--- src/inc/xacs_regs.svh ---
`ifndef XACS_REGS_SVH
`define XACS_REGS_SVH
// Fixed extended address values outside the page window
`define XACS_XA_LOW 6'h3d
`define XACS_XA_MID 6'h3e
`define XACS_XA_TOP 6'h3f
// Address quadrant codes, taken from address bits 15:14
`define XACS_QD_LOW 2'h0
`define XACS_QD_MID 2'h1
`define XACS_QD_WIN 2'h2
`define XACS_QD_TOP 2'h3
// Lowest internal page per paging switch setting
`define XACS_PG_SW0 6'h38
`define XACS_PG_SW1 6'h30
`define XACS_PG_SW2 6'h20
`define XACS_PG_SW3 6'h00
// Port bit positions
`define XACS_BIT_ECS 7
`define XACS_BIT_XCS 6
// Reset values
`define XACS_RST_PORT 8'h00
`define XACS_RST_OE 8'h00
`endif

--- src/inc/xacs_pkg.sv ---
`default_nettype none
package xacs_pkg;
  // Allocated physical program memory size
  typedef enum logic [1:0] {
    XACS_ALLOC_0K,
    XACS_ALLOC_16K,
    XACS_ALLOC_48K,
    XACS_ALLOC_64K
  } xacs_alloc_e;
  // One bus cycle request
  typedef struct packed {
    logic [15:0] addr;
    logic [5:0] page;
    logic ext_sel;
  } xacs_req_s;
  // Decode result
  typedef struct packed {
    logic [5:0] xaddr;
    logic ecs_n;
  } xacs_dec_s;
endpackage : xacs_pkg
`default_nettype wire

--- src/design/xacs_decode.sv ---
`include "xacs_regs.svh"
`default_nettype none
// Pure combinational decode of extended address and emulation select
module xacs_decode
  import xacs_pkg::*;
(
  input wire xacs_req_s req,
  input wire xacs_alloc_e alloc,
  input wire logic [1:0] pag_sw,
  input wire logic upper_map,
  output var xacs_dec_s dec
);
  logic [1:0] quad; // Address quadrant
  logic [5:0] base; // Lowest on-chip page
  logic win_int; // Window access is internal

  // Internal/external page classification
  always_comb begin
    unique case (pag_sw)
      2'h0: base = `XACS_PG_SW0;
      2'h1: base = `XACS_PG_SW1;
      2'h2: base = `XACS_PG_SW2;
      default: base = `XACS_PG_SW3; // All pages on chip
    endcase
    win_int = (req.page >= base);
  end

  // Address and select per quadrant and allocation
  always_comb begin
    quad = req.addr[15:14];
    dec.xaddr = `XACS_XA_TOP;
    dec.ecs_n = 1'b1;
    unique case (quad)
      `XACS_QD_LOW: begin
        dec.xaddr = `XACS_XA_LOW;
        // Only the full allocation reaches the lowest block
        dec.ecs_n = (alloc == XACS_ALLOC_64K) ? upper_map : 1'b1;
      end
      `XACS_QD_MID: begin
        dec.xaddr = `XACS_XA_MID;
        dec.ecs_n = (alloc == XACS_ALLOC_48K || alloc == XACS_ALLOC_64K)
          ? upper_map : 1'b1;
      end
      `XACS_QD_WIN: begin
        dec.xaddr = req.page;
        unique case (alloc)
          XACS_ALLOC_0K: dec.ecs_n = 1'b0;
          XACS_ALLOC_16K: dec.ecs_n = 1'b1;
          default: dec.ecs_n = ~win_int;
        endcase
      end
      default: begin
        dec.xaddr = `XACS_XA_TOP;
        dec.ecs_n = 1'b0;
      end
    endcase
  end
endmodule : xacs_decode
`default_nettype wire

--- src/design/xacs_top.sv ---
// Operation
// - Window access drives page index out
// - Outside window drive fixed upper address
// - Address outputs only with emulation control, expanded; selects driven with control alone
// - 0K: select low for window, top
// - 16K: select low only top block
// - 48K: mid by map bit, window internal
// - 64K: low half by map bit
// - Select active low, chosen by allocation
// - Bit7 emulation select, bit6 external select
// - Paging switches set internal page range
`include "xacs_regs.svh"
`default_nettype none
module xacs_top
  import xacs_pkg::*;
(
  input wire logic CORE_CLK,
  input wire logic SYS_RST,
  input wire logic CLK_EN,
  input wire logic [15:0] CPU_ADDR,
  input wire logic BUS_VALID,
  input wire logic EXT_ACCESS,
  input wire logic [5:0] PROGRAM_PAGE_INDEX,
  input wire xacs_alloc_e ALLOC_SIZE,
  input wire logic [1:0] PAGING_CONFIG_SWITCHES,
  input wire logic UPPER_MEMORY_MAP_SELECT,
  input wire logic EMULATION_PORT_CONTROL,
  input wire logic EXPANDED_MODE,
  input wire logic [7:0] GPIO_OUT,
  input wire logic [7:0] GPIO_OE,
  output logic [7:0] PORT_OUT,
  output logic [7:0] PORT_OE
);
  xacs_req_s req; // Current bus cycle
  xacs_dec_s dec; // Decode result
  logic [7:0] port_d, port_q; // Port drive value
  logic [7:0] oe_d, oe_q; // Port enables
  logic show; // Extended function visible
  logic xcs_n; // External select, active low

  assign req = '{addr: CPU_ADDR, page: PROGRAM_PAGE_INDEX, ext_sel: EXT_ACCESS};

  // Size comes in as a strap-like static input
  xacs_decode u_dec (
    .req(req),
    .alloc(ALLOC_SIZE),
    .pag_sw(PAGING_CONFIG_SWITCHES),
    .upper_map(UPPER_MEMORY_MAP_SELECT),
    .dec(dec)
  );

  // Port content, registered so outputs come from flops
  always_comb begin
    show = EMULATION_PORT_CONTROL & EXPANDED_MODE;
    // External select only when emulation select idle
    xcs_n = ~(BUS_VALID & req.ext_sel & dec.ecs_n);
    port_d = GPIO_OUT;
    oe_d = GPIO_OE;
    if (EMULATION_PORT_CONTROL) begin
      // Bits 7 and 6 leave general I/O use
      port_d[`XACS_BIT_ECS] = show ? (dec.ecs_n | ~BUS_VALID) : 1'b1;
      port_d[`XACS_BIT_XCS] = show ? xcs_n : 1'b1;
      oe_d[`XACS_BIT_ECS] = 1'b1;
      oe_d[`XACS_BIT_XCS] = 1'b1;
      if (show) begin
        port_d[5:0] = dec.xaddr;
        oe_d[5:0] = 6'h3f;
      end
    end
  end

  // Register stage, frozen while clock enable low
  always_ff @(posedge CORE_CLK) begin
    if (SYS_RST) begin
      port_q <= `XACS_RST_PORT;
      oe_q <= `XACS_RST_OE;
    end else if (CLK_EN) begin
      port_q <= port_d;
      oe_q <= oe_d;
    end
  end

  assign PORT_OUT = port_q;
  assign PORT_OE = oe_q;

  // Checks on the registered port; each looks one clock edge after the
  // inputs that it judges, since the port lags the decode by one flop

  // Top block always selects emulation memory with a fixed address
  a_top_block: assert property (@(posedge CORE_CLK) disable iff (SYS_RST)
    CLK_EN && BUS_VALID && show && CPU_ADDR[15:14] == 2'h3
    |=> PORT_OUT[7] == 1'b0 && PORT_OUT[5:0] == 6'h3f)
    else $error("top block select wrong");

  // Window carries the page index, bus valid or not
  a_window_page: assert property (@(posedge CORE_CLK) disable iff (SYS_RST)
    CLK_EN && show && CPU_ADDR[15:14] == 2'h2
    |=> PORT_OUT[5:0] == $past(PROGRAM_PAGE_INDEX))
    else $error("window page not driven");

  // Lowest block carries its fixed upper address
  a_low_addr: assert property (@(posedge CORE_CLK) disable iff (SYS_RST)
    CLK_EN && show && CPU_ADDR[15:14] == 2'h0 |=> PORT_OUT[5:0] == 6'h3d)
    else $error("low fixed address wrong");

  // Second block carries its fixed upper address
  a_mid_fixed: assert property (@(posedge CORE_CLK) disable iff (SYS_RST)
    CLK_EN && show && CPU_ADDR[15:14] == 2'h1 |=> PORT_OUT[5:0] == 6'h3e)
    else $error("mid fixed address wrong");

  // Control clear hands the whole port back to general I/O
  a_hidden_gpio: assert property (@(posedge CORE_CLK) disable iff (SYS_RST)
    CLK_EN && !EMULATION_PORT_CONTROL |=> PORT_OUT == $past(GPIO_OUT))
    else $error("gpio not passed");

  // Same for the enables, so no stale drive remains on the pins
  a_gpio_oe: assert property (@(posedge CORE_CLK) disable iff (SYS_RST)
    CLK_EN && !EMULATION_PORT_CONTROL |=> PORT_OE == $past(GPIO_OE))
    else $error("gpio enables not passed");

  // Control set outside expanded modes: selects parked, address hidden
  a_hidden_addr: assert property (@(posedge CORE_CLK) disable iff (SYS_RST)
    CLK_EN && EMULATION_PORT_CONTROL && !EXPANDED_MODE
    |=> PORT_OUT[5:0] == $past(GPIO_OUT[5:0]) && PORT_OUT[7:6] == 2'b11)
    else $error("address shown outside expanded mode");

  // 0K: select follows address bit 15 only
  a_zero_alloc: assert property (@(posedge CORE_CLK) disable iff (SYS_RST)
    CLK_EN && show && BUS_VALID && ALLOC_SIZE == XACS_ALLOC_0K
    |=> PORT_OUT[7] == ($past(CPU_ADDR[15]) ? 1'b0 : 1'b1))
    else $error("0K select wrong");

  // 16K: everything below the top block stays deselected
  a_win_16k: assert property (@(posedge CORE_CLK) disable iff (SYS_RST)
    CLK_EN && show && BUS_VALID && ALLOC_SIZE == XACS_ALLOC_16K
    && CPU_ADDR[15:14] != 2'h3 |=> PORT_OUT[7] == 1'b1)
    else $error("16K select wrong");

  // 48K: lowest block never selects
  a_low_48k: assert property (@(posedge CORE_CLK) disable iff (SYS_RST)
    CLK_EN && show && BUS_VALID && ALLOC_SIZE == XACS_ALLOC_48K
    && CPU_ADDR[15:14] == 2'h0 |=> PORT_OUT[7] == 1'b1)
    else $error("48K low select wrong");

  // 48K: second block follows the map bit
  a_mid_48k: assert property (@(posedge CORE_CLK) disable iff (SYS_RST)
    CLK_EN && show && BUS_VALID && ALLOC_SIZE == XACS_ALLOC_48K && CPU_ADDR[15:14] == 2'h1
    |=> PORT_OUT[7] == $past(UPPER_MEMORY_MAP_SELECT))
    else $error("48K mid select wrong");

  // 48K with every page on chip: window always selects
  a_win_48k: assert property (@(posedge CORE_CLK) disable iff (SYS_RST)
    CLK_EN && show && BUS_VALID && ALLOC_SIZE == XACS_ALLOC_48K
    && CPU_ADDR[15:14] == 2'h2 && PAGING_CONFIG_SWITCHES == 2'h3 |=> PORT_OUT[7] == 1'b0)
    else $error("48K window select wrong");

  // 64K: lower half follows the map bit
  a_low_64k: assert property (@(posedge CORE_CLK) disable iff (SYS_RST)
    CLK_EN && show && BUS_VALID && ALLOC_SIZE == XACS_ALLOC_64K && !CPU_ADDR[15]
    |=> PORT_OUT[7] == $past(UPPER_MEMORY_MAP_SELECT))
    else $error("64K low select wrong");

  // Smallest on-chip range: only the top eight pages are internal
  a_win_internal: assert property (@(posedge CORE_CLK) disable iff (SYS_RST)
    CLK_EN && show && BUS_VALID && ALLOC_SIZE == XACS_ALLOC_64K && CPU_ADDR[15:14] == 2'h2
    && PAGING_CONFIG_SWITCHES == 2'h0
    |=> PORT_OUT[7] == ($past(PROGRAM_PAGE_INDEX) < 6'h38))
    else $error("window internal wrong");

  // Second switch setting: top sixteen pages internal
  a_win_sw1: assert property (@(posedge CORE_CLK) disable iff (SYS_RST)
    CLK_EN && show && BUS_VALID && ALLOC_SIZE == XACS_ALLOC_64K && CPU_ADDR[15:14] == 2'h2
    && PAGING_CONFIG_SWITCHES == 2'h1
    |=> PORT_OUT[7] == ($past(PROGRAM_PAGE_INDEX) < 6'h30))
    else $error("window internal wrong, second setting");

  // Third switch setting: upper half of the pages internal
  a_win_sw2: assert property (@(posedge CORE_CLK) disable iff (SYS_RST)
    CLK_EN && show && BUS_VALID && ALLOC_SIZE == XACS_ALLOC_64K && CPU_ADDR[15:14] == 2'h2
    && PAGING_CONFIG_SWITCHES == 2'h2
    |=> PORT_OUT[7] == ($past(PROGRAM_PAGE_INDEX) < 6'h20))
    else $error("window internal wrong, third setting");

  // Free bus cycles never strobe either select
  a_idle_select: assert property (@(posedge CORE_CLK) disable iff (SYS_RST)
    CLK_EN && show && !BUS_VALID |=> PORT_OUT[7:6] == 2'b11)
    else $error("select active on idle bus");

  // External select when emulation memory is not addressed
  a_ext_select: assert property (@(posedge CORE_CLK) disable iff (SYS_RST)
    CLK_EN && show && BUS_VALID && EXT_ACCESS && ALLOC_SIZE == XACS_ALLOC_0K
    && CPU_ADDR[15:14] == 2'h0 |=> PORT_OUT[7:6] == 2'b10)
    else $error("external select wrong");

  // Both select pins are driven whenever control is set
  a_select_oe: assert property (@(posedge CORE_CLK) disable iff (SYS_RST)
    CLK_EN && EMULATION_PORT_CONTROL |=> PORT_OE[7:6] == 2'b11)
    else $error("select pins not driven");

  // Address pins are driven while the function is visible
  a_addr_oe: assert property (@(posedge CORE_CLK) disable iff (SYS_RST)
    CLK_EN && show |=> PORT_OE[5:0] == 6'h3f)
    else $error("address pins not driven");

  // Judged after the edge, so a stale GPIO value cannot trip it
  a_selects_excl: assert property (@(posedge CORE_CLK) disable iff (SYS_RST)
    CLK_EN && EMULATION_PORT_CONTROL |=> !(PORT_OUT[7] == 1'b0 && PORT_OUT[6] == 1'b0))
    else $error("both selects active");

  // Clock enable low freezes the whole port
  a_hold_frozen: assert property (@(posedge CORE_CLK) disable iff (SYS_RST)
    !CLK_EN |=> $stable(PORT_OUT) && $stable(PORT_OE))
    else $error("port moved while frozen");

  // Reset leaves the port undriven
  a_reset_clear: assert property (@(posedge CORE_CLK)
    SYS_RST |=> PORT_OUT == `XACS_RST_PORT && PORT_OE == `XACS_RST_OE)
    else $error("port not cleared by reset");

  // Main scenarios
  c_window: cover property (@(posedge CORE_CLK) show && CPU_ADDR[15:14] == 2'h2);
  c_ecs_low: cover property (@(posedge CORE_CLK) show && PORT_OUT[7] == 1'b0);
  c_xcs_low: cover property (@(posedge CORE_CLK) show && PORT_OUT[6] == 1'b0);
  c_hidden: cover property (@(posedge CORE_CLK) EMULATION_PORT_CONTROL && !EXPANDED_MODE);
  c_frozen: cover property (@(posedge CORE_CLK) !CLK_EN && show);
endmodule : xacs_top
`default_nettype wire

--- config.mk ---
export PLATFORM = sky130hd
export DESIGN_NAME = xacs_top
export DESIGN_NICKNAME = d
export VERILOG_FILES = /design/src/inc/xacs_pkg.sv /design/src/design/xacs_decode.sv /design/src/design/xacs_top.sv
export VERILOG_INCLUDE_DIRS = /design/src /design/src/inc
export SDC_FILE = /design/constraint.sdc
export NUM_CORES = 1
export LEC_CHECK = 0
export BUFFER_PORTS_ARGS = -buffer_cell sky130_fd_sc_hd__buf_2
export CAP_MARGIN = 0
export CORE_ASPECT_RATIO = 1.1
export CORE_MARGIN = 4
export CORE_UTILIZATION = 38
export DETAILED_ROUTE_END_ITERATION = 8
export PLACE_DENSITY = 0.78
export RECOVER_POWER = 50
export SYNTH_ARGS = -nofsm -noshare
export SYNTH_HDL_FRONTEND = slang
export SYNTH_SLANG_ARGS = --single-unit
--- constraint.sdc ---
create_clock -name CORE_CLK -period 2.8 [get_ports CORE_CLK]
set_input_delay 0.7 -clock CORE_CLK [delete_from_list [all_inputs] [get_ports CORE_CLK]]
set_output_delay 0.7 -clock CORE_CLK [all_outputs]
set_load 0.05 [all_outputs]
==> metrics.md, run 1 <==
| Metric | Value |
|---|---|
| Mapped Cells | 97 |
| Endpoints failing setup | 0 |
| Slew @ Worst Pin | 1090 ps |
| Combinational share of power | 28.4% |
| Final WL | 2100 microns |
| Post-synth EDFFs | 0 |
| Slew Viols, Final | 0 |
| Critical path origin | PAGING_CONFIG_SWITCHES[1] |
| Fraction of registers with async set/reset | 0% |
| Critical Path RT | 2980 ps |
| VDD IR max | 0.000323 V |
| Status | completed |
| Initial Util | 40.9% |
| ANT cells | 0 |
| Crit path capture | PORT_OUT[7]$_SDFFE_PP0P_ |
| Post-Syn Nets | 150 |
| Synth Flop Type | dfxtp_1 |
| R2r startpoint | PORT_OUT[6]$_SDFFE_PP0P_ |
| Vias in the first global route | 817 |
| DRC Markers | 0 |
| CTS Sinks | 16 |
| Fillers | 211 |
| GP Congestion | 0.721 |
| HPWL after detailed placement | 1670 microns |
| Fin Setup TNS | 0 ps |
| DR vias/cell | 4.96 |
| Post-CTS Setup Inserts | 0 |
| Remaining global-route overflow | 0 |
| Synth warn | 0 |
| Power Internal | 0.000376 W |
| FF-to-FF End | PORT_OUT[6]$_SDFFE_PP0P_ |
| Detailed Route Iter0 Violations | 7 |
| FF-to-FF path depth | 2 |
| Final worst slack | 598 ps |
| Cell area after layout | 1090 sq um |
| CTS Buf Count | 3 |
| Post-synth top area share | 38.3% |
| Crit path DAT | 2380 ps |
| Antenna violations before repair | 0 |
| Final net count | 199 |
| Via count | 858 |
| Crit path kind | in -> reg |
| Maxcap violations | 0 |
| Leak | 0.510 nW |
| # IOs | 66 |
| Rel. slew slack | 27.1% |
| Clock Latency Late Sink | 270 ps |
| Critical path endpoint category | flop |
| Synth Register Bits | 16 |
| Setup WS pre-CTS | 286 ps |
| R2r setup slk | 1990 ps |
| GRT Overall Usage | 14.0% |
| Switching share of power | 32.6% |
| Area delta synth->final | 30.7% |
| WL/cell | 12.1 microns |
| ANT nets after route | 0 |
| Pwr/cell area | 511 nW/um^2 |
| Synthesized area per cell | 8.62 sq um |
| Crit path time final | 2200 ps |
| Top post-synthesis cells by area | dfxtp_1, nor2_1, nand2b_1, a211oi_1, o221ai_1 |
| Post-Syn Area | 836 sq um |
| CP max FO | 3 |
| Site row count | 17 |
| Sequential Power Share | 45.2% |
| Synth cell types | 27 |
| RSZ-0062 raised after global routing | false |
| Die Wd | 52.7 microns |
| Core outline area | 2040 sq um |
| Hold Path Class | reg -> reg |
| Largest net degree at the start of global routing | 31 |
| Critical Path Source Type | input pin |
| CTS Hold Buffers Added | 0 |
| Achievable clock frequency | 454 MHz |
| Yosys top cell by area | dfxtp_1 |
| Full die area | 3010 sq um |
| Post_cts resized | 0 |
| CTS tree | done |
| Final hold vios | 0 |
| Global-route wire length before repair | 3330 microns |
| Fin Clk Skew | 0 ps |
| Switching power | 0.000182 W |
| Hold path depth | 2 |
| Post-synthesis sequential area ratio | 38.3% |
| Clock network power share | 26.4% |
| Clk slew on worst S/H paths | 100 ps |
| Worst-case clock buffer depth | 2 |
| Placed cell areas | 1070 sq um |
| Root buffer cell | clkbuf_4 |
| Share of layout cells above drive strength 1 | 35.2% |
| Final Cycle Share | 78.6% |
| CTS HTree Levels | 1 |
| DRT Pass-1 Iters | 3 |
| Die height | 57.2 microns |
| PortBufs | 51 |
[how the worst min path moves through the flow]
stage	start	slack, ps	to
5_1_grt	PORT_OUT[4]$_SDFFE_PP0P_	500	PORT_OUT[4]$_SDFFE_PP0P_
6_report	PORT_OUT[3]$_SDFFE_PP0P_	470	PORT_OUT[3]$_SDFFE_PP0P_
3_5_place_dp	PORT_OUT[3]$_SDFFE_PP0P_	460	PORT_OUT[3]$_SDFFE_PP0P_
4_1_cts	PORT_OUT[3]$_SDFFE_PP0P_	470	PORT_OUT[3]$_SDFFE_PP0P_
2_1_floorplan	PORT_OUT[2]$_SDFFE_PP0P_	690	PORT_OUT[2]$_SDFFE_PP0P_
3_3_place_gp	PORT_OUT[3]$_SDFFE_PP0P_	450	PORT_OUT[3]$_SDFFE_PP0P_
[synthesized netlist by cell type, types with 2 or more instances]
master / instances
nor2_1: 18
dfxtp_1: 16
nand2b_1: 8
a21oi_1: 7
a211oi_1: 6
o221ai_1: 5
a31oi_1: 3
clkbuf_1: 3
clkbuf_8: 3
ha_1: 3
inv_1: 3
nand2_1: 3
and2_1: 2
and2b_2: 2
nand3_1: 2
o22ai_1: 2
[power groups by stage]
stage          clock [W]  combinational (W)  sequential, W
2_1_floorplan          0          0.0000558       0.000315
4_1_cts         0.000152           0.000162       0.000252
3_5_place_dp           0           0.000162       0.000257
3_3_place_gp           0           0.000158       0.000256
5_1_grt         0.000163           0.000171       0.000255
6_report        0.000147           0.000159       0.000252
[state kept, by name (all words and copies together), names as in the netlist]
name / flops
PORT_OE: 8
PORT_OUT: 8
[worst max-delay path: stages]
cell	delay (ps)
buf_2	100
nor2_1	50
ha_1	270
or4b_1	440
a211o_1	300
a31oi_1	220
a31oi_1	120
o21ba_1	190
[final cells by class]
| class | instances | area (sq um) | share of cell area, % |
|---|---|---|---|
| flip-flops and latches | 16 | 320 | 29.3 |
| inverters | 3 | 11.3 | 1.03 |
| multi-input cells | 71 | 444 | 40.7 |
| clock buffers | 4 | 36.3 | 3.32 |
| repair buffers | 51 | 245 | 22.5 |
| well taps | 28 | 35.0 | 3.21 |
[cell families (layout without fill, tap and decap cells)]
family          count (synthesis)  in the layout  synth area share [%]
simple gates                   39             39                  24.0
compound gates                 28             28                  23.5
flops                          16             16                  38.3
buf+inv                        10             58                  8.53
fa+ha+maj                       3              3                  4.49
mux                             1              1                  1.20
[cell usage in the layout (no fill, tap or decap)]
| cell | n |
|---|---|
| buf_2 | 43 |
| nor2_1 | 18 |
| dfxtp_1 | 16 |
| nand2b_1 | 8 |
| clkbuf_1 | 8 |
| a21oi_1 | 7 |
| a211oi_1 | 6 |
| o221ai_1 | 5 |
| inv_1 | 3 |
| nand2_1 | 3 |
| a31oi_1 | 3 |
| ha_1 | 3 |
| clkbuf_4 | 3 |
| and2_1 | 2 |
| nand3_1 | 2 |
| and2b_2 | 2 |
| o22ai_1 | 2 |
| or2b_2 | 1 |
| or4b_1 | 1 |
| a211o_1 | 1 |
| a31o_2 | 1 |
| or2_0 | 1 |
| mux2i_1 | 1 |
| nor2b_1 | 1 |
| o21ai_0 | 1 |
| o21ba_1 | 1 |
| a311oi_1 | 1 |
| clkbuf_8 | 1 |
[metrics by stage]
| stage | instances | total power, W | hold WS, ps | utilization (%) |
|---|---|---|---|---|
| 6_report | 173 | 0.000558 | 473 | 53.5 |
| 5_1_grt | 173 | 0.000589 | 496 | 53.5 |
| 4_1_cts | 173 | 0.000566 | 473 | 54.0 |
| 3_5_place_dp | 169 | 0.000418 | 457 | 52.2 |
| 3_3_place_gp | 169 | 0.000414 | 455 | 52.2 |
| 2_1_floorplan | 97 | 0.000371 | 687 | - |
[metal layers]
metal | vias to the layer above | share of wire [%] | GRT usage [%]
met5 | - | 0 | 0
met4 | 0 | 2.0 | 4.38
met3 | 4 | 4.8 | 1.04
met2 | 22 | 53 | 27.7
met1 | 392 | 40 | 15.0
li1 | 440 | - | -
Power figures use the tool's default switching activity.
==> run 2: changes to the inputs <==
--- a/config.mk
+++ b/config.mk
@@ -6,11 +6,12 @@
 export SDC_FILE = /design/constraint.sdc
 export NUM_CORES = 1
 export LEC_CHECK = 0
+export ABC_AREA = 1
 export BUFFER_PORTS_ARGS = -buffer_cell sky130_fd_sc_hd__buf_2
 export CAP_MARGIN = 0
 export CORE_ASPECT_RATIO = 1.1
 export CORE_MARGIN = 4
-export CORE_UTILIZATION = 38
+export CORE_UTILIZATION = 39
 export DETAILED_ROUTE_END_ITERATION = 8
 export PLACE_DENSITY = 0.78
 export RECOVER_POWER = 50
==> constraint.sdc (replaced) <==
create_clock -name CORE_CLK -period 2.05 [get_ports CORE_CLK]
set_input_delay 0.5125 -clock CORE_CLK [delete_from_list [all_inputs] [get_ports CORE_CLK]]
set_output_delay 0.5125 -clock CORE_CLK [all_outputs]
set_load 0.05 [all_outputs]
==> metrics.md, run 2 <==
| Metric | Value |
|---|---|
| FF/Latch Area | 320 sq um (unchanged) |
| Critical Path RT | 1540 ps (was 2980 ps) |
| Final net count | 228 (was 199) |
| Critical path endpoint category | primary output (was flop) |
| Share of layout cells above drive strength 1 | 31.6% (was 35.2%) |
| Core outline area | 2060 sq um (was 2040 sq um) |
| Remaining global-route overflow | 0 (unchanged) |
| Switching power | 0.000265 W (was 0.000182 W) |
| Critical path origin | PORT_OUT[2]$_SDFFE_PP0P_ (was PAGING_CONFIG_SWITCHES[1]) |
| Most frequent cell after synthesis | nor2_1 (unchanged) |
| Maxcap violations | 0 (unchanged) |
| CTS tree | done (unchanged) |
| Switching share of power | 34.0% (was 32.6%) |
| HPWL after detailed placement | 1810 microns (was 1670 microns) |
| CTS HTree Levels | 1 (unchanged) |
| Root buffer cell | clkbuf_4 (unchanged) |
| Antenna violations before repair | 0 (unchanged) |
| Final WL | 2270 microns (was 2100 microns) |
| Hold Crit Start | SYS_RST (was PORT_OUT[3]$_SDFFE_PP0P_) |
| ANT cells | 0 (unchanged) |
| Initial Util | 42.4% (was 40.9%) |
| Final hold vios | 0 (unchanged) |
| R2r startpoint | PORT_OE[3]$_SDFFE_PP0P_ (was PORT_OUT[6]$_SDFFE_PP0P_) |
| Synth Register Bits | 16 (unchanged) |
| Buffers & Inverters on Critical Path | 1 (unchanged) |
| Endpoints failing setup | 0 (unchanged) |
| Cell area after layout | 1150 sq um (was 1090 sq um) |
| Full die area | 3070 sq um (was 3010 sq um) |
| GRT Overall Usage | 15.4% (was 14.0%) |
| WL/cell | 11.2 microns (was 12.1 microns) |
| Crit path kind | reg -> out (was in -> reg) |
| CP max FO | 2 (was 3) |
| CTS Sinks | 16 (unchanged) |
| Final Cycle Share | 78.6% |
| Combinational share of power | 29.9% (was 28.4%) |
| Clock network power share | 25.6% (was 26.4%) |
| CTS Buf Count | 3 (unchanged) |
| Fin Setup TNS | 0 ps (unchanged) |
| Slew Viols, Final | 0 (unchanged) |
| CTS Hold Buffers Added | 0 (unchanged) |
| Pwr/cell area | 677 nW/um^2 (was 511 nW/um^2) |
| DR vias/cell | 4.84 (was 4.96) |
| Status | completed (unchanged) |
| CP max stage delay | 480 ps (was 440 ps) |
| Footprint of the multi-input gates | 447 sq um (was 444 sq um) |
| Sequential Power Share | 44.5% (was 45.2%) |
| Clk slew on worst S/H paths | 90 ps (was 100 ps) |
| Fillers | 205 (was 211) |
| Crit path time final | 1610 ps |
| Post-synth top area share | 36.6% (was 38.3%) |
| Post_cts resized | 0 (unchanged) |
| Post-Syn Nets | 178 (was 150) |
| Area delta synth->final | 31.1% (was 30.7%) |
| ANT nets after route | 0 (unchanged) |
| Synth cell types | 23 (was 27) |
| Worst-case clock buffer depth | 2 (unchanged) |
| Critical Path Source Type | flop (was input pin) |
| Die height | 57.7 microns (was 57.2 microns) |
| Post-Syn Area | 876 sq um (was 836 sq um) |
| Slew @ Worst Pin | 699 ps (was 1090 ps) |
| Commonest non-fill, non-tap cell in the layout | buf_2 (unchanged) |
| Hold Path Class | in -> reg (was reg -> reg) |
| Crit path DAT | 1100 ps (was 2380 ps) |
| Synthesized area per cell | 7.01 sq um (was 8.62 sq um) |
| Detailed Route Iter0 Violations | 22 (was 7) |
| RSZ-0062 raised after global routing | false (unchanged) |
| Top post-synthesis cells by area | dfxtp_1, nor2_1, o21ai_0, inv_1, nand2_1 (was dfxtp_1, nor2_1, nand2b_1, a211oi_1, o221ai_1) |
| Yosys top cell by area | dfxtp_1 (unchanged) |
| Largest net degree at the start of global routing | 20 (was 31) |
| DRC Markers | 0 (unchanged) |
| Fraction of registers with async set/reset | 0% (unchanged) |
| Achievable clock frequency | 620 MHz |
| Leak | 0.631 nW (was 0.510 nW) |
| Critical-path top delay cell | clkbuf_1 (was or4b_1) |
| DRT Pass-1 Iters | 4 (was 3) |
| Post-synthesis sequential area ratio | 36.6% (was 38.3%) |
| Vias in the first global route | 920 (was 817) |
| Mapped Cells | 125 (was 97) |
| # IOs | 66 (unchanged) |
| Most frequent cells in the layout | buf_2, nor2_1, nand2_1, dfxtp_1, inv_1 (was buf_2, nor2_1, dfxtp_1, nand2b_1, clkbuf_1) |
| Fin Clk Skew | 0 ps (unchanged) |
| GP Congestion | 0.696 (was 0.721) |
| Synth Flop Type | dfxtp_1 (unchanged) |
| Rel. slew slack | 53.4% (was 27.1%) |
| Synth warn | 0 (unchanged) |
| Power Internal | 0.000513 W (was 0.000376 W) |
| Placed cell areas | 1120 sq um (was 1070 sq um) |
| Die Wd | 53.2 microns (was 52.7 microns) |
| Clock Latency Late Sink | 280 ps (was 270 ps) |
| Post-synth EDFFs | 0 (unchanged) |
| Post-CTS Setup Inserts | 0 (unchanged) |
| PortBufs | 51 (unchanged) |
| Most frequent cells after synthesis | nor2_1, dfxtp_1, inv_1, nand2_1, o21ai_0 (was nor2_1, dfxtp_1, nand2b_1) |
| VDD IR max | 0.000403 V (was 0.000323 V) |
| Site row count | 17 (unchanged) |
| Via count | 977 (was 858) |
| Global-route wire length before repair | 3650 microns (was 3330 microns) |
| Critical path, cell by cell | clkbuf_1 (was buf_2, nor2_1, ha_1, or4b_1, a211o_1, a31oi_1, a31oi_1, o21ba_1) |
| CP top delay family | buffers and inverters (was compound AO/OA/AOI/OAI gates) |
==> run 2: changes by cell type after synthesis, sizes merged, moves of 4 or more <==
cell,previous run,this run
nand2,3,17
inv,3,16
o21ai,1,14
nor2,18,28
nand2b,8,0
a211oi,6,0
a21oi,7,12
clkbuf,6,1
o221ai,5,0
buf,1,5
o211ai,0,4
==> run 2: power groups by stage <==
stage / Clock (W) / Combinational, W / Sequential (W)
finish: 0.000199 / 0.000232 / 0.000346
global placement: 0 / 0.000229 / 0.000352
CTS: 0.000203 / 0.000236 / 0.000346
global route: 0.000224 / 0.000253 / 0.000350
floorplan: 0 / 0.0000816 / 0.000435
detailed placement: 0 / 0.000235 / 0.000352
==> run 2: routing by layer <==
metal	up-vias	share of wire [%]	track usage [%]
li1	502	-	-
met1	434	39	18.2
met3	0	9.3	4.11
met2	41	52	26.6
met5	-	0	0
met4	0	0	4.74
==> run 2: cell type report <==
class / count / area share [%]
repair buffers: 51 / 21.8
multi-input cells: 87 / 38.9
flip-flops and latches: 16 / 27.9
inverters: 16 / 5.23
clock buffers: 4 / 3.16
well taps: 28 / 3.05
==> run 2: logic make-up (layout without fill, tap and decap cells) <==
| group | count (synthesis) | after routing | synth area share [%] |
|---|---|---|---|
| AOI/OAI and AO/OA | 33 | 33 | 23.7 |
| adders and majority gates | 3 | 3 | 4.29 |
| buffers and inverters | 22 | 71 | 11.9 |
| and+or+nand+nor | 51 | 51 | 23.6 |
| DFF | 16 | 16 | 36.6 |
==> run 2: final timing paths <==
check / endpoint / slack (ps) / cells after the start
setup / recovery: PORT_OUT[2] / 440 / 1
setup reg to reg: PORT_OE[3]$_SDFFE_PP0P_ / 1340 / 2
hold reg to reg: PORT_OUT[7]$_SDFFE_PP0P_ / 480 / 2
hold / removal: PORT_OUT[6]$_SDFFE_PP0P_ / 430 / 2
==> run 2: metrics by stage <==
step / worst slack [ps] / power (W) / util (%) / cells / hold WS, ps
floorplan: 530 / 0.000516 / - / 125 / 575
detailed placement: 305 / 0.000587 / 54.4 / 198 / 456
global placement: 333 / 0.000581 / 54.4 / 198 / 454
CTS: 598 / 0.000785 / 56.2 / 202 / 425
finish: 438 / 0.000777 / 55.7 / 202 / 427
global route: 281 / 0.000827 / 55.7 / 202 / 418
==> run 3: changes to the inputs <==
==> constraint.sdc (replaced) <==
create_clock -name CORE_CLK -period 1.7 [get_ports CORE_CLK]
set_input_delay 0.425 -clock CORE_CLK [delete_from_list [all_inputs] [get_ports CORE_CLK]]
set_output_delay 0.425 -clock CORE_CLK [all_outputs]
set_load 0.05 [all_outputs]
==> metrics.md, run 3 (synthesized netlist as in run 2, its figures left out) <==
| Metric | Value |
|---|---|
| Status | completed (unchanged) |
| GP Congestion | 0.698 (was 0.696) |
| Initial Util | 42.4% (unchanged) |
| Post-CTS Setup Inserts | 0 (unchanged) |
| Buffers & Inverters on Critical Path | 1 (unchanged) |
| R2r startpoint | PORT_OE[3]$_SDFFE_PP0P_ (unchanged) |
| Util after Layout | 55.4% (was 55.7%) |
| Clk slew on worst S/H paths | 80 ps (was 90 ps) |
| Met2 GRT Util | 26.8% (was 26.6%) |
| Endpoints failing setup | 0 (unchanged) |
| Fin Clk Skew | 0 ps (unchanged) |
| DR vias/cell | 4.77 (was 4.84) |
| Share of layout cells above drive strength 1 | 32.2% (was 31.6%) |
| Final WL | 2250 microns (was 2270 microns) |
| Met3 Use GR | 3.86% (was 4.11%) |
| ANT cells | 0 (unchanged) |
| Area delta synth->final | 30.6% (was 31.1%) |
| Pwr/cell area | 774 nW/um^2 (was 677 nW/um^2) |
| Peak-usage layer in the global routing report | met2 (unchanged) |
| R2r setup slk | 1040 ps (was 1340 ps) |
| # IOs | 66 (unchanged) |
| WL/cell | 11.1 microns (was 11.2 microns) |
| Largest net degree at the start of global routing | 19 (was 20) |
| Core outline area | 2060 sq um (unchanged) |
| Maxcap violations | 0 (unchanged) |
| FF-to-FF path depth | 2 (unchanged) |
| Vias in the first global route | 869 (was 920) |
| Critical path endpoint category | primary output (unchanged) |
| Hold slack | 373 ps (was 427 ps) |
| Via count | 964 (was 977) |
| Clock Latency Late Sink | 270 ps (was 280 ps) |
| CTS Sinks | 16 (unchanged) |
| CTS tree | done (unchanged) |
| CP top delay family | buffers and inverters (unchanged) |
| Die height | 57.7 microns (unchanged) |
| Crit path time final | 1510 ps |
| Hold Path Class | in -> reg (unchanged) |
| Leak | 0.631 nW (about the same) |
| GRT Overall Usage | 15.1% (was 15.4%) |
| Final hold vios | 0 (unchanged) |
| Remaining global-route overflow | 0 (unchanged) |
| CTS HTree Levels | 1 (unchanged) |
| Final net count | 229 (was 228) |
| DRT Pass-1 Iters | 4 (unchanged) |
| Most frequent cells in the layout | buf_2, nor2_1, nand2_1, dfxtp_1, inv_1 (unchanged) |
| Critical path, cell by cell | clkbuf_1 (unchanged) |
| Fin Setup TNS | 0 ps (unchanged) |
| ANT nets after route | 0 (unchanged) |
| Detailed Route Iter0 Violations | 11 (was 22) |
| Routing usage on met1 | 17.3% (was 18.2%) |
| Rel. slew slack | 58.8% (was 53.4%) |
| Die Wd | 53.2 microns (unchanged) |
| Crit path capture | PORT_OUT[0] (was PORT_OUT[2]) |
| Antenna violations before repair | 0 (unchanged) |
| Site row count | 17 (unchanged) |
| Root buffer cell | clkbuf_4 (unchanged) |
| Critical Path RT | 1270 ps (was 1540 ps) |
| Critical-path top delay cell | clkbuf_1 (unchanged) |
| Crit path DAT | 1090 ps (was 1100 ps) |
| CTS Buf Count | 3 (unchanged) |
| Crit path depth | 1 (unchanged) |
| Commonest non-fill, non-tap cell in the layout | buf_2 (unchanged) |
| RSZ-0062 raised after global routing | false (unchanged) |
| Global-route wire length before repair | 3510 microns (was 3650 microns) |
| FF-to-FF End | PORT_OE[3]$_SDFFE_PP0P_ (unchanged) |
| Full die area | 3070 sq um (unchanged) |
| Crit path kind | reg -> out (unchanged) |
| Slew Viols, Final | 0 (unchanged) |
| Achievable clock frequency | 661 MHz |
| VDD IR max | 0.000425 V (was 0.000403 V) |
| CTS Hold Buffers Added | 0 (unchanged) |
| DRC Markers | 0 (unchanged) |
| Critical Path Source Type | flop (unchanged) |
| CP max stage delay | 480 ps (about the same) |
| Post_cts resized | 0 (unchanged) |
| Worst-case clock buffer depth | 2 (unchanged) |
| HPWL after detailed placement | 1870 microns (was 1810 microns) |
| PortBufs | 51 (unchanged) |
| Slew @ Worst Pin | 621 ps (was 699 ps) |
| Critical path origin | PORT_OUT[0]$_SDFFE_PP0P_ (was PORT_OUT[2]$_SDFFE_PP0P_) |
| Final Cycle Share | 89.0% |
| CP max FO | 2 (unchanged) |
run 3: power breakdown:
group / switching (W) / internal (W)
sequential: 0.0000136 / 0.000403
combinational: 0.000194 / 0.0000869
clock: 0.000105 / 0.0000820
run 3: worst min-delay path by stage:
| stage | start | to | slack (ps) | cells past startpoint |
|---|---|---|---|---|
| after floorplan | SYS_RST | PORT_OUT[6]$_SDFFE_PP0P_ | 490 | 1 |
| after global placement | PORT_OUT[7]$_SDFFE_PP0P_ | PORT_OUT[7]$_SDFFE_PP0P_ | 450 | 2 |
| after detailed placement | PORT_OUT[2]$_SDFFE_PP0P_ | PORT_OUT[2]$_SDFFE_PP0P_ | 460 | 2 |
| after CTS | SYS_RST | PORT_OUT[6]$_SDFFE_PP0P_ | 340 | 2 |
| after global routing | GPIO_OE[0] | PORT_OE[0]$_SDFFE_PP0P_ | 400 | 3 |
| final | GPIO_OE[6] | PORT_OE[6]$_SDFFE_PP0P_ | 370 | 3 |
run 3: metal layers:
metal  routed length [microns]  up-vias
met5                         0        -
met4                        10        0
met3                       174        2
met2                      1170       28
met1                       895      432
li1                          -      502
run 3: layout make-up:
class,instances,area [sq um]
Clock buffer,3,22.5
Fill cell,222,920
Multi-Input combinational cell,87,447
Inverter,16,60.1
Timing Repair Buffer,52,259
Tap cell,28,35.0
Sequential cell,16,320
run 3: worst register-to-register path, stage by stage, from the launching register on:
cell     delay, ps
dfxtp_1        310
o21ai_0        160
a21oi_1         60
run 3: through the flow:
step	instance area [sq um]	setup slack (ps)	instances	total power [W]
floorplan	876	267	125	0.000622
global placement	1130	69.3	199	0.000702
detailed placement	1130	36.7	199	0.000711
CTS	1150	336	202	0.000898
global route	1140	138	202	0.000940
finish	1140	186	202	0.000885
